### src/rtl/dmbi_defines.svh
/*
 Offsets, field positions, reset values and thresholds of the byte mask and
 bus inversion block. Assumes inclusion by every design file that needs them.
*/
// Overview of operation
// One enable bit switches write-path inversion for normal and masked writes.
// A separate enable bit switches read-path inversion, independent of writes.
// A bit in another mode register switches the byte-mask function for masked writes.
// One mask/invert pin per byte lane, two per channel; decisions per byte.
// Mask/invert pin is two-way DDR, sampled or driven on the data beats.
// Write inversion and masking both off: pin ignored, input receiver off.
// Read inversion off: driver off for reads; all off: off for training too.
// Controller must not issue masked write while the byte-mask function is off.
// Write inversion on: normal write inverts a byte whose pin is sampled low.
// Read inversion on: more than four ones inverts the byte, pin high.
// Masking on, write inversion off: normal write masks nothing, pin held low.
// Masking on, write inversion off: masked-write beat with pin high is dropped.
// Controller uses masked-write command for every write needing a byte masked.
// Both on: pin low and five or more upper-six ones masks the beat.
// Write training FIFO captures the pin as pattern, no masking or inversion.
// Read training FIFO drives back the pin pattern stored earlier.
// Read data training treats the pin as part of the training pattern.
// Mode-register reads apply no inversion; pin driven low when read inversion on.
// Each lane decides from its own eight data bits and its own pin.
// Inversion complements all eight bits; the pin value is never written to the array.
`ifndef DMBI_DEFINES_SVH
`define DMBI_DEFINES_SVH

`define DMBI_REG_INV_MODE 4'h0
`define DMBI_REG_MASK_MODE 4'h4
`define DMBI_REG_STATUS 4'h8

`define DMBI_WINV_BIT 7
`define DMBI_RINV_BIT 6
`define DMBI_MASK_DIS_BIT 5
`define DMBI_INV_MODE_RESET 8'h00
`define DMBI_MASK_MODE_RESET 8'h00

`define DMBI_STAT_BUSY_BIT 0
`define DMBI_STAT_ILLEGAL_BIT 1
`define DMBI_STAT_BEATS_LSB 8
`define DMBI_STAT_BEATS_MSB 13

`define DMBI_RD_INV_ONES 4'h4
`define DMBI_MASK_ONES 4'h5
`define DMBI_DEFAULT_BEATS 6'h10

`endif

### src/rtl/dmbi_pkg.sv
/*
 Types and shared arithmetic of the byte mask and bus inversion block.
 Assumes nothing of its surroundings.
*/
package dmbi_pkg;
	typedef enum logic [2:0] {
		DMBI_OP_WRITE,
		DMBI_OP_MASKED_WRITE,
		DMBI_OP_READ,
		DMBI_OP_WR_FIFO,
		DMBI_OP_RD_FIFO,
		DMBI_OP_RD_TRAIN,
		DMBI_OP_MODE_REG_READ
	} dmbi_op_type;

	typedef enum {DMBI_IDLE, DMBI_BURST, DMBI_TAIL} dmbi_state_type;

	function automatic logic [3:0] dmbi_ones(input logic [7:0] v);
		logic [3:0] n;
		n = 4'h0;
		for (int i = 0; i < 8; i++) begin
			n = n + {3'h0, v[i]};
		end
		return n;
	endfunction
endpackage

### src/rtl/dmbi_codec.sv
/*
 Byte mask and bus inversion logic of one channel. Holds the two mode bits
 and the mask-disable bit behind a plain register port, samples the link
 clock, data and mask/invert pins with clk_sys, and encodes or decodes one
 beat per link edge. Assumes the command decoder starts each burst with
 op_start and that the array side delivers rd_data and takes wr_* at once.
*/
`include "dmbi_defines.svh"

module dmbi_codec
	import dmbi_pkg::*;
#(
	parameter int LANES = 2,
	parameter int FIFO_DEPTH = 16
) (
	input wire logic clk_sys,
	input wire logic reset_n,
	input wire logic clk_en,
	input wire logic [3:0] reg_addr,
	input wire logic [31:0] reg_wdata,
	input wire logic reg_wr,
	input wire logic reg_rd,
	output logic [31:0] reg_rdata,
	input wire logic op_start,
	input wire dmbi_op_type op_kind,
	input wire logic [5:0] op_beats,
	output logic busy,
	input wire logic link_clk,
	input wire logic [8*LANES-1:0] dq_in,
	output logic [8*LANES-1:0] dq_out,
	output logic dq_oe,
	input wire logic [LANES-1:0] mask_invert_in,
	output logic [LANES-1:0] mask_invert_out,
	output logic [LANES-1:0] mask_invert_oe,
	output logic mask_invert_rx_en,
	output logic wr_valid,
	output logic [8*LANES-1:0] wr_data,
	output logic [LANES-1:0] wr_byte_en,
	input wire logic [8*LANES-1:0] rd_data,
	input wire logic [LANES-1:0] rd_train_pattern,
	output logic rd_take
);
	localparam int DW = 8 * LANES;
	localparam int IW = (FIFO_DEPTH > 1) ? $clog2(FIFO_DEPTH) : 1;

	if (LANES != 2) begin : g_lane_check
		$error("dmbi_codec serves exactly two byte lanes per channel");
	end
	if (FIFO_DEPTH < 2 || (FIFO_DEPTH & (FIFO_DEPTH - 1)) != 0) begin : g_depth_check
		$error("dmbi_codec FIFO_DEPTH must be a power of two, at least 2");
	end

	logic [7:0] inv_mode;
	logic [7:0] mask_mode;
	logic illegal_seen;
	logic winv_en;
	logic rinv_en;
	logic mask_en;

	dmbi_state_type state;
	dmbi_op_type cur_kind;
	logic cur_winv;
	logic cur_rinv;
	logic cur_mask;
	logic [5:0] beats_left;
	logic [IW-1:0] fifo_idx;
	logic [DW+LANES-1:0] fifo_mem [FIFO_DEPTH];

	logic lk_s1, lk_s2, lk_s3;
	logic [DW-1:0] dq_s1, dq_s2;
	logic [LANES-1:0] mi_s1, mi_s2;
	logic link_edge;
	logic beat;
	logic op_take;
	logic cur_rx;
	logic is_write_kind;
	logic is_read_kind;
	logic [LANES-1:0] pin_cap;
	logic [DW+LANES-1:0] fifo_word;
	logic [DW-1:0] rd_src;
	logic [LANES-1:0] rd_pat;
	logic [DW-1:0] lane_wr;
	logic [LANES-1:0] lane_keep;
	logic [DW-1:0] lane_rd;
	logic [LANES-1:0] lane_pin;
	logic next_mi_oe;

	// Mask enable is the inverse of the stored disable bit
	assign winv_en = inv_mode[`DMBI_WINV_BIT];
	assign rinv_en = inv_mode[`DMBI_RINV_BIT];
	assign mask_en = ~mask_mode[`DMBI_MASK_DIS_BIT];

	// Register port
	always_ff @(posedge clk_sys or negedge reset_n) begin
		if (!reset_n) begin
			inv_mode <= `DMBI_INV_MODE_RESET;
			mask_mode <= `DMBI_MASK_MODE_RESET;
		end else if (clk_en && reg_wr) begin
			if (reg_addr == `DMBI_REG_INV_MODE) begin
				inv_mode <= reg_wdata[7:0];
			end
			if (reg_addr == `DMBI_REG_MASK_MODE) begin
				mask_mode <= reg_wdata[7:0];
			end
		end
	end

	// Set wins over a write-one clear in the same cycle
	always_ff @(posedge clk_sys or negedge reset_n) begin
		if (!reset_n) begin
			illegal_seen <= 1'b0;
		end else if (clk_en) begin
			if (op_take && op_kind == DMBI_OP_MASKED_WRITE && !mask_en) begin
				illegal_seen <= 1'b1;
			end else if (reg_wr && reg_addr == `DMBI_REG_STATUS && reg_wdata[`DMBI_STAT_ILLEGAL_BIT]) begin
				illegal_seen <= 1'b0;
			end
		end
	end

	always_ff @(posedge clk_sys or negedge reset_n) begin
		if (!reset_n) begin
			reg_rdata <= 32'h0;
		end else if (clk_en) begin
			reg_rdata <= 32'h0;
			if (reg_rd) begin
				case (reg_addr)
					`DMBI_REG_INV_MODE: reg_rdata <= {24'h0, inv_mode};
					`DMBI_REG_MASK_MODE: reg_rdata <= {24'h0, mask_mode};
					`DMBI_REG_STATUS: begin
						reg_rdata[`DMBI_STAT_BUSY_BIT] <= busy;
						reg_rdata[`DMBI_STAT_ILLEGAL_BIT] <= illegal_seen;
						reg_rdata[`DMBI_STAT_BEATS_MSB:`DMBI_STAT_BEATS_LSB] <= beats_left;
					end
					default: reg_rdata <= 32'h0;
				endcase
			end
		end
	end

	// Pin synchronisers; the third link stage only feeds edge detection
	always_ff @(posedge clk_sys or negedge reset_n) begin
		if (!reset_n) begin
			lk_s1 <= 1'b0;
			lk_s2 <= 1'b0;
			lk_s3 <= 1'b0;
			dq_s1 <= '0;
			dq_s2 <= '0;
			mi_s1 <= '0;
			mi_s2 <= '0;
		end else if (clk_en) begin
			lk_s1 <= link_clk;
			lk_s2 <= lk_s1;
			lk_s3 <= lk_s2;
			dq_s1 <= dq_in;
			dq_s2 <= dq_s1;
			mi_s1 <= mask_invert_in;
			mi_s2 <= mi_s1;
		end
	end

	// Both link edges carry a beat
	assign link_edge = lk_s2 ^ lk_s3;
	assign beat = clk_en && link_edge && state == DMBI_BURST;
	assign op_take = clk_en && op_start && state == DMBI_IDLE && op_beats != 6'h0;
	assign cur_rx = cur_winv || cur_mask;
	assign is_write_kind = cur_kind == DMBI_OP_WRITE || cur_kind == DMBI_OP_MASKED_WRITE;
	assign is_read_kind = cur_kind == DMBI_OP_READ || cur_kind == DMBI_OP_MODE_REG_READ
		|| cur_kind == DMBI_OP_RD_FIFO || cur_kind == DMBI_OP_RD_TRAIN;
	assign pin_cap = cur_rx ? mi_s2 : '0;
	assign fifo_word = fifo_mem[fifo_idx];
	assign rd_src = cur_kind == DMBI_OP_RD_FIFO ? fifo_word[DW-1:0] : rd_data;
	assign rd_pat = cur_kind == DMBI_OP_RD_FIFO ? fifo_word[DW+LANES-1:DW] : rd_train_pattern;

	always_comb begin
		case (op_kind)
			DMBI_OP_READ, DMBI_OP_MODE_REG_READ: next_mi_oe = rinv_en; // see R07
			DMBI_OP_RD_FIFO, DMBI_OP_RD_TRAIN: next_mi_oe = winv_en || rinv_en || mask_en;
			default: next_mi_oe = 1'b0;
		endcase
	end

	for (genvar g = 0; g < LANES; g++) begin : g_lane
		dmbi_lane u_lane (
			.kind(cur_kind),
			.winv_en(cur_winv),
			.rinv_en(cur_rinv),
			.mask_en(cur_mask),
			.wr_byte(dq_s2[8*g +: 8]),
			.wr_pin(pin_cap[g]),
			.rd_byte(rd_src[8*g +: 8]),
			.rd_pattern_pin(rd_pat[g]),
			.wr_out(lane_wr[8*g +: 8]),
			.wr_keep(lane_keep[g]),
			.rd_out(lane_rd[8*g +: 8]),
			.rd_pin(lane_pin[g])
		);
	end

	// Burst sequencing; mode bits are frozen for the whole burst
	always_ff @(posedge clk_sys or negedge reset_n) begin
		if (!reset_n) begin
			state <= DMBI_IDLE;
			cur_kind <= DMBI_OP_WRITE;
			cur_winv <= 1'b0;
			cur_rinv <= 1'b0;
			cur_mask <= 1'b0;
			beats_left <= 6'h0;
			busy <= 1'b0;
		end else if (clk_en) begin
			case (state)
				DMBI_IDLE: begin
					if (op_take) begin
						state <= DMBI_BURST;
						cur_kind <= op_kind;
						cur_winv <= winv_en;
						cur_rinv <= rinv_en;
						cur_mask <= mask_en;
						beats_left <= op_beats;
						busy <= 1'b1;
					end
				end
				DMBI_BURST: begin
					if (link_edge) begin
						beats_left <= beats_left - 6'h1;
						if (beats_left == 6'h1) begin
							// Reads keep driving the last beat until the next edge
							state <= is_read_kind ? DMBI_TAIL : DMBI_IDLE;
							busy <= is_read_kind;
						end
					end
				end
				DMBI_TAIL: begin
					if (link_edge) begin
						state <= DMBI_IDLE;
						busy <= 1'b0;
					end
				end
				default: state <= DMBI_IDLE;
			endcase
		end
	end

	// Receiver follows the live mode so it is off between bursts too
	always_ff @(posedge clk_sys or negedge reset_n) begin
		if (!reset_n) begin
			mask_invert_rx_en <= 1'b0;
		end else if (clk_en) begin
			mask_invert_rx_en <= winv_en || mask_en;
		end
	end

	// Training pattern store, raw data and the captured pin, zero when write inversion and masking are both off
	always_ff @(posedge clk_sys) begin
		if (beat && cur_kind == DMBI_OP_WR_FIFO) begin
			fifo_mem[fifo_idx] <= {pin_cap, dq_s2};
		end
	end

	always_ff @(posedge clk_sys or negedge reset_n) begin
		if (!reset_n) begin
			fifo_idx <= '0;
		end else if (clk_en) begin
			if (op_take) begin
				fifo_idx <= '0;
			end else if (beat && (cur_kind == DMBI_OP_WR_FIFO || cur_kind == DMBI_OP_RD_FIFO)) begin
				fifo_idx <= fifo_idx + IW'(1);
			end
		end
	end

	// Write path to the array; the pin itself is never forwarded
	always_ff @(posedge clk_sys or negedge reset_n) begin
		if (!reset_n) begin
			wr_valid <= 1'b0;
			wr_data <= '0;
			wr_byte_en <= '0;
		end else if (clk_en) begin
			wr_valid <= 1'b0;
			if (beat && is_write_kind && (cur_kind == DMBI_OP_WRITE || cur_mask)) begin
				wr_valid <= 1'b1; // see R11
				wr_data <= lane_wr;
				wr_byte_en <= lane_keep;
			end
		end
	end

	// Read path to the pins
	always_ff @(posedge clk_sys or negedge reset_n) begin
		if (!reset_n) begin
			dq_out <= '0;
			dq_oe <= 1'b0;
			mask_invert_out <= '0;
			mask_invert_oe <= '0;
			rd_take <= 1'b0;
		end else if (clk_en) begin
			rd_take <= 1'b0;
			if (op_take) begin
				dq_oe <= op_kind == DMBI_OP_READ || op_kind == DMBI_OP_MODE_REG_READ
					|| op_kind == DMBI_OP_RD_FIFO || op_kind == DMBI_OP_RD_TRAIN;
				mask_invert_oe <= {LANES{next_mi_oe}};
				mask_invert_out <= '0;
			end else if (beat && is_read_kind) begin
				dq_out <= lane_rd;
				mask_invert_out <= lane_pin; // see R10
				rd_take <= cur_kind != DMBI_OP_RD_FIFO;
			end else if (state == DMBI_TAIL && link_edge) begin
				dq_oe <= 1'b0;
				mask_invert_oe <= '0;
				mask_invert_out <= '0;
			end
		end
	end
endmodule

### src/rtl/dmbi_lane.sv
/*
 Per-byte codec: decides masking and inversion of one lane from its own byte
 and its own mask/invert pin. Purely combinational; the caller registers it.
*/
`include "dmbi_defines.svh"

module dmbi_lane
	import dmbi_pkg::*;
(
	input wire dmbi_op_type kind,
	input wire logic winv_en,
	input wire logic rinv_en,
	input wire logic mask_en,
	input wire logic [7:0] wr_byte,
	input wire logic wr_pin,
	input wire logic [7:0] rd_byte,
	input wire logic rd_pattern_pin,
	output logic [7:0] wr_out,
	output logic wr_keep,
	output logic [7:0] rd_out,
	output logic rd_pin
);
	always_comb begin
		wr_out = wr_byte;
		wr_keep = 1'b1;
		rd_out = rd_byte;
		rd_pin = 1'b0;
		case (kind)
			DMBI_OP_WRITE: begin
				// Masking alone never masks a normal write
				if (winv_en && !wr_pin) begin
					wr_out = ~wr_byte; // see R09
				end
			end
			DMBI_OP_MASKED_WRITE: begin
				if (mask_en && !winv_en) begin
					wr_keep = ~wr_pin;
				end else if (mask_en && winv_en) begin
					if (!wr_pin && dmbi_ones({2'b00, wr_byte[7:2]}) >= `DMBI_MASK_ONES) begin
						wr_keep = 1'b0;
					end else if (!wr_pin) begin
						wr_out = ~wr_byte;
					end
				end else begin
					wr_keep = 1'b0;
				end
			end
			DMBI_OP_READ: begin
				if (rinv_en && dmbi_ones(rd_byte) > `DMBI_RD_INV_ONES) begin
					rd_out = ~rd_byte; // see R10
					rd_pin = 1'b1;
				end
			end
			DMBI_OP_RD_FIFO, DMBI_OP_RD_TRAIN: begin
				rd_pin = rd_pattern_pin; // see R16
			end
			default: begin
			end
		endcase
	end
endmodule

### config.mk
export PLATFORM = sky130hd
export DESIGN_NAME = dmbi_codec
export DESIGN_NICKNAME = d
export VERILOG_FILES = /design/src/rtl/dmbi_pkg.sv /design/src/rtl/dmbi_codec.sv /design/src/rtl/dmbi_lane.sv
export VERILOG_INCLUDE_DIRS = /design/src /design/src/rtl
export SDC_FILE = /design/constraint.sdc
export NUM_CORES = 1
export LEC_CHECK = 0
export BUFFER_PORTS_ARGS = -buffer_cell sky130_fd_sc_hd__buf_2
export CAP_MARGIN = 20
export CORE_UTILIZATION = 45
export DETAILED_ROUTE_END_ITERATION = 10
export GPL_TIMING_DRIVEN = 0
export MAX_ROUTING_LAYER = met4
export PLACE_DENSITY = 0.63
export SYNTH_ARGS = -nofsm -noshare
export SYNTH_HDL_FRONTEND = slang
export SYNTH_SLANG_ARGS = --single-unit
export TNS_END_PERCENT = 30
### constraint.sdc
create_clock -name clk_sys -period 6.81 [get_ports clk_sys]
set_clock_uncertainty 0.15 [all_clocks]
set_input_delay 1.362 -clock clk_sys [delete_from_list [all_inputs] [get_ports clk_sys]]
set_output_delay 1.362 -clock clk_sys [all_outputs]
set_load 0.02 [all_outputs]
### After elaboration in Yosys (flattened, before gate mapping)

Memory sizes are Yosys's and may differ from the RTL's.
Cells that the tools add are included.

| cells by class | value |
|---|---|
| add/subtract/negate cells | 26 |
| multiply operators | 0 |
| div/mod/pow operators | 0 |
| magnitude comparators | 4 |
| equal/unequal tests | 24 |
| shift operators | 0 |
| muxes and demuxes | 67 |
| bitwise gates (word level) | 9 |
| reductions and logical operators | 66 |

Operators by type and width:

| cell | count |
|---|---|
| $mux 32 | 4 |
| $mux 8 | 14 |
| $pmux 32 s3 | 1 |
| $add 4x1->4 | 20 |
| $eq 32x2->1 const B | 2 |
| $logic_not 32->1 | 2 |
| $eq 32x1->1 const B | 1 |
| $eq 32x3->1 const B | 1 |
| $not 8->8 | 4 |
| $pmux 8 s2 | 2 |
| $logic_and 1x1->1 | 24 |
| $mux 1 | 24 |
| $pmux 6 s2 | 2 |
| $eq 3x3->1 const B | 6 |
| $mux 6 | 3 |
| $mux 16 | 1 |
| $mux 2 | 8 |
| $mux 14 | 1 |
| $logic_or 1x1->1 | 13 |
| $reduce_and 2->1 | 6 |
| $ne 2x2->1 const B | 5 |
| $eq 3x2->1 const B | 3 |
| $reduce_and 3->1 | 3 |
| $add 1x1->2 | 4 |
| other kinds (25) | 42 |

| storage, ports and cells | value |
|---|---|
| bits in registers | 179 |
| bits in latches | 0 |
| bits in writable memories | 288 |
| memory bits (read-only) | 0 |
| input port bits | 88 |
| output and inout bits | 75 |
| word-level logic and storage cells | 225 |
| memories kept | 1 |

Memory list:

| name | words | width | rd ports | clocked after memory_dff | wr ports | line | source |
|---|---|---|---|---|---|---|---|
| fifo_mem | 16 | 18 | 1 | 0 | 1 | dmbi_codec.sv:67 | `logic [DW+LANES-1:0] fifo_mem [FIFO_DEPTH];` |

### Depth between registers and ports, before layout

| depth | value |
|---|---|
| depth after elaboration | 15 |
| gate-level depth with buffers | 21 |
| gate-level depth less buffers | 17 |

### Hierarchy

Synthesis repeated with hierarchy kept, for this count alone.

| unflattened totals | value |
|---|---|
| cells, all modules | 1120 |
| area, all modules | 17798.3 um^2 |

Modules (own cells, without submodules):

| module | times used | cells each | area each (um^2) | sequential area each (um^2) |
|---|---|---|---|---|
| dmbi_codec | 1 | 998 | 16752.3 | 11901.4 |
| dmbi_lane | 2 | 61 | 523.0 | 0.0 |

### Least setup slack after synthesis

Ideal clock, no wire load.

| timing path | value |
|---|---|
| kind | register to register |
| from | register fifo_idx[0] |
| to | register dq_out[10] |
| library setup time | 0.138 ns |
| arrival | 4.969 ns |
| data required time | 6.522 ns |
| slack | 1.554 ns |
| cell stages (with the launch flop) | 20 |
| buffers on the path | 3 |
| clock period less this slack | 5.256 ns |
| cells stage by stage | dfrtp_1 > buf_6 > buf_4 > mux4_2 > a22oi_1 > and3_1 > nor2_1 > ha_1 > fa_1 > inv_1 > fa_1 > inv_1 > fa_1 > fa_1 > nor2_1 > o2111ai_1 > and4b_1 > clkbuf_1 > a32o_1 > a31oi_1 |

| on the way | value |
|---|---|
| longest elaborated chain between the ends | 13 |
| elaborated cells between the ends (all ways) | 14 |
| those cells by class | add/sub: 7; order compare: 1; mux: 3; bitwise: 1; reduce/logical: 1; memory: 1 |

Ends and longest elaborated chain:

| item | line | source |
|---|---|---|
| start: declaration | dmbi_codec.sv:66 | `logic [IW-1:0] fifo_idx;` |
| start signal: assignment | dmbi_codec.sv:267 | `fifo_idx <= fifo_idx + IW'(1);` |
| $mem_v2 16x18 (*) | - |  |
| $mux 16 (*) | dmbi_codec.sv:172 | `assign rd_src = cur_kind == DMBI_OP_RD_FIFO ? fifo_word[DW-1:0] : rd_data;` |
| $add 1x1->2 | dmbi_pkg.sv:22 | `n = n + {3'h0, v[i]};` |
| $add 4x1->4 (6 in a row) | dmbi_pkg.sv:22 |  |
| $gt 4x3->1 (no line) | - |  |
| $logic_and 1x1->1 (no line) | - |  |
| $mux 8 | dmbi_lane.sv:49 | `` if (rinv_en && dmbi_ones(rd_byte) > `DMBI_RD_INV_ONES) begin `` |
| $mux 8 (*) | dmbi_lane.sv:28 | `case (kind)` |
| end signal: assignment | dmbi_codec.sv:304 | `dq_out <= lane_rd;` |
| end: declaration | dmbi_codec.sv:30 | `output logic [8*LANES-1:0] dq_out,` |

Every way passes the cells marked *; elsewhere a longest branch is shown, timed or not.
A chain may end at the register's enable or synchronous reset.

### Final worst setup path

| timing path | value |
|---|---|
| from | register fifo_idx[3] |
| to | register dq_out[12] |

Same word-level chain as after synthesis.

==> flow_metrics.tcl <==
set metrics [dict create \
    rsz0062_at_grt "false" \
    synth.top_cell.area_share_pct 48.2 \
    ant_nets 0 \
    area_growth_pct 18.0 \
    slew_headroom_pct 39.4 \
    endpoint_kind "flop" \
    powerDensity_mw_per_mm2 390 \
    drcViolationCount 0 \
    placed_cells 1851 \
    root_buffer "clkbuf_16" \
    synth_area_per_cell_um2 15.2 \
    synth_seq_cells 418 \
    rows 72 \
    path_clk_slew_ns 0.06 \
    finalHoldViolCount 0 \
    drt_iter0_markers 818 \
    grt_pass1_vias 11000 \
    finalSetupViolCount 0 \
    grt_usage_pct 22.9 \
    max_freq_mhz 159 \
    drtPass1Iterations 4 \
    worst_setup_path_start_kind "flop" \
    grt_pass1_wl_mm 67.4 \
    finish.utilization_pct 54.3 \
    cts_made_buffers 44 \
    status "complete, no violations" \
    start_util_pct 46.0 \
    cts_sinks 418 \
    coreArea_mm2 0.0390 \
    path_cells "buf_2 > clkbuf_1 > nor2_1 > a22oi_1 > and3_1 > nor2_1 > ha_1 > fa_1 > inv_1 > fa_1 > inv_1 > fa_1 > fa_1 > nor2_1 > o2111ai_1 > a31oi_1 > o221ai_1 > nand2_1" \
    place.gp.congestion 0.876 \
    vias_per_cell 5.61 \
    yosysSeqAreaShare_pct 66.3 \
    total_power_mw 8.27 \
    synth_ff_type "edfxtp_1" \
    slowest_delay_ns 0.76 \
    die_w_um 202 \
    hold_buffers 0 \
    vias 10800 \
    maxCapViolations 0 \
    dieArea_mm2 0.0407 \
    postCtsSetupBuffers 0 \
    cp_slowest_cell "nor2_1" \
    die_h_um 202 \
    vdd.ir_drop.worst_uv 247 \
    cp_top_family "adder cells" \
    fin_crit_ns 6.31 \
    crit_required_ns 7.14 \
    drive_above_1_share_pct 28.8 \
    cts_max_level 2 \
    wire_per_inst_um 22.9 \
    n_antenna_cell 0 \
    nNetsFinal 1495 \
    final_cells 1933 \
    fill_cells 3157 \
    hp-class "reg -> reg" \
    yosys.area.top_type "edfxtp_1" \
    ios 163 \
    clock_latency_ns 0.56 \
    port_buffers 119 \
    synth_edf_count 288 \
    synth_cell_types 75 \
    cellLeakagePower_nw 7.95 \
    clk_path_buf_depth 3 \
    path_class "reg -> reg" \
    slew_viol_final 0 \
    antenna_found_initial 0 \
    grt-ovfl-total 0 \
    cts_tree "done" \
    fin_crit_sh_pct 92.6 \
    worstMarginPinSlew_ns 0.907 \
    netlist_area_mm2 0.0179 \
    critPathMostFrequentCell "fa_1" \
    cts_resized 0 \
    synth-async-reset-ratio_pct 31.1 \
    yosys_warnings 0 \
    drt_wl_total_mm 44.3 \
    grt_max_degree 98 \
    path_max_fanout 10 \
    ys_top_cells_by_area "edfxtp_1 (48%), dfrtp_1 (18%), mux4_2 (5.6%)" \
    post-dp-hpwl_mm 30.5 \
    syn-instance-count 1177 \
    finalSetupTns_ns 0 \
    cp.buffers_inverters 4 \
    crit_arrival_ns 6.63 \
]
## registers in the layout, summed over array words and instances, names as in the netlist, 3 cells and up
signal	flops
fifo_mem	288
mask_mode	8
wr_data	16
fifo_idx	4
dq_out	16
cur_kind	3
dq_s2	16
inv_mode	8
dq_s1	16
beats_left	6
reg_rdata	14
## layer usage
metal	vias up	GRT usage, %	wire (um)
li1	4851	-	-
met1	5558	31.6	19600
met2	351	34.6	20500
met3	87	3.71	2630
met4	0	7.98	1570
met5	-	-	0
## final cells by class
class                   count  area, um2  share of cell area [%]
flip-flops and latches    418      11900                    56.2
well taps                 518        648                    3.06
repair buffers            139        962                    4.54
clock inverters            25        268                    1.26
plain buffers              77        455                    2.15
multi-input cells         661       5570                    26.3
clock buffers              57       1230                    5.82
inverters                  38        143                   0.673
## cells by family (layout without fill, tap and decap cells)
group | after synthesis | after routing | synth area share, %
adders and majority gates | 28 | 28 | 2.54
AOI/OAI and AO/OA | 208 | 208 | 8.20
xor gates and xnor gates | 20 | 20 | 1.02
other | 1 | 18 | 0.0209
muxes | 153 | 153 | 12.2
buffers and inverters | 115 | 336 | 3.33
and+or+nand+nor | 234 | 234 | 6.34
DFF | 418 | 418 | 66.3
## metrics by stage
step / hold WS [ns] / instance area (um2) / worst slack (ns)
after detailed placement: 0.318 / 19700 / 0.511
after global placement: 0.311 / 19300 / 0.584
after CTS: 0.333 / 21200 / 0.479
after global routing: 0.340 / 21200 / 0.109
after floorplan: 0.288 / 18000 / 1.55
final: 0.333 / 21200 / 0.505
## synth_stat cells (4+ instances only)
cell type and count:
nand4_1 4, buf_2 19, nand2_1 66, clkbuf_1 20, o221ai_1 5, o21ai_0 38, inv_1 37, ha_1 14
a22oi_1 28, nor2b_1 16, dfrtp_1 130, nor3b_1 5, o22ai_1 13, a21oi_1 43, a211oi_1 4, nand2b_1 9
mux2_2 68, a211o_1 6, and3_1 10, xnor2_1 18, nand3_1 13, o2bb2ai_1 9, a31oi_1 8, fa_1 14
a22o_1 12, mux2i_1 39, edfxtp_1 288, buf_1 6, o21ai_1 9, mux4_2 45, nor3_1 8, nand3b_1 5
buf_6 6, nor2_1 78, o211ai_1 4, buf_4 26
## report_power, final
part	internal, mW	switching, mW
sequential	3.01	0.232
clock	1.47	0.990
combinational	1.03	1.53
total	5.52	2.75
## path summary, 6_finish.rpt
| path | from | slack [ns] | endpoint | cells after the start |
|---|---|---|---|---|
| min | reg_rdata[0]$_DFFE_PN0P_ | 0.33 | reg_rdata[0]$_DFFE_PN0P_ | 1 |
| max | fifo_idx[3]$_DFFE_PN0P_ | 0.50 | dq_out[12]$_DFFE_PN0P_ | 18 |
| max in group asynchronous | reset_n | 5.14 | dq_s2[9]$_DFFE_PN0P_ | 2 |
| min reg2reg | reg_rdata[0]$_DFFE_PN0P_ | 0.33 | reg_rdata[0]$_DFFE_PN0P_ | 1 |
| min in group asynchronous | reset_n | 0.56 | dq_out[14]$_DFFE_PN0P_ | 1 |
| max reg2reg | fifo_idx[3]$_DFFE_PN0P_ | 0.50 | dq_out[12]$_DFFE_PN0P_ | 18 |
## placed cells by master, fill, tap and decap left out, drive strengths merged, types with 5 or more instances in the layout
| master | synthesis | final |
|---|---|---|
| a211o | 6 | 6 |
| nand2b | 9 | 9 |
| a21oi | 44 | 44 |
| mux2i | 39 | 39 |
| xnor2 | 18 | 18 |
| ha | 14 | 14 |
| nor3b | 6 | 6 |
| nor3 | 9 | 9 |
| a22oi | 28 | 28 |
| nand3 | 14 | 14 |
| o21ai | 47 | 47 |
| clkbuf | 20 | 77 |
| bufinv | 0 | 5 |
| o2bb2ai | 9 | 9 |
| nor2 | 78 | 78 |
| edfxtp | 288 | 288 |
| mux2 | 68 | 68 |
| a31oi | 8 | 8 |
| a22o | 12 | 12 |
| clkinv | 1 | 18 |
| nand2 | 66 | 66 |
| o221ai | 5 | 5 |
| a2111oi | 6 | 6 |
| mux4 | 46 | 46 |
| conb | 1 | 18 |
| o22ai | 13 | 13 |
| buf | 57 | 196 |
| nand3b | 5 | 5 |
| dfrtp | 130 | 130 |
| nor2b | 16 | 16 |
| and3 | 10 | 10 |
| inv | 37 | 38 |
| fa | 14 | 14 |
| a211oi | 6 | 6 |
(Power assumes the default switching activity.)
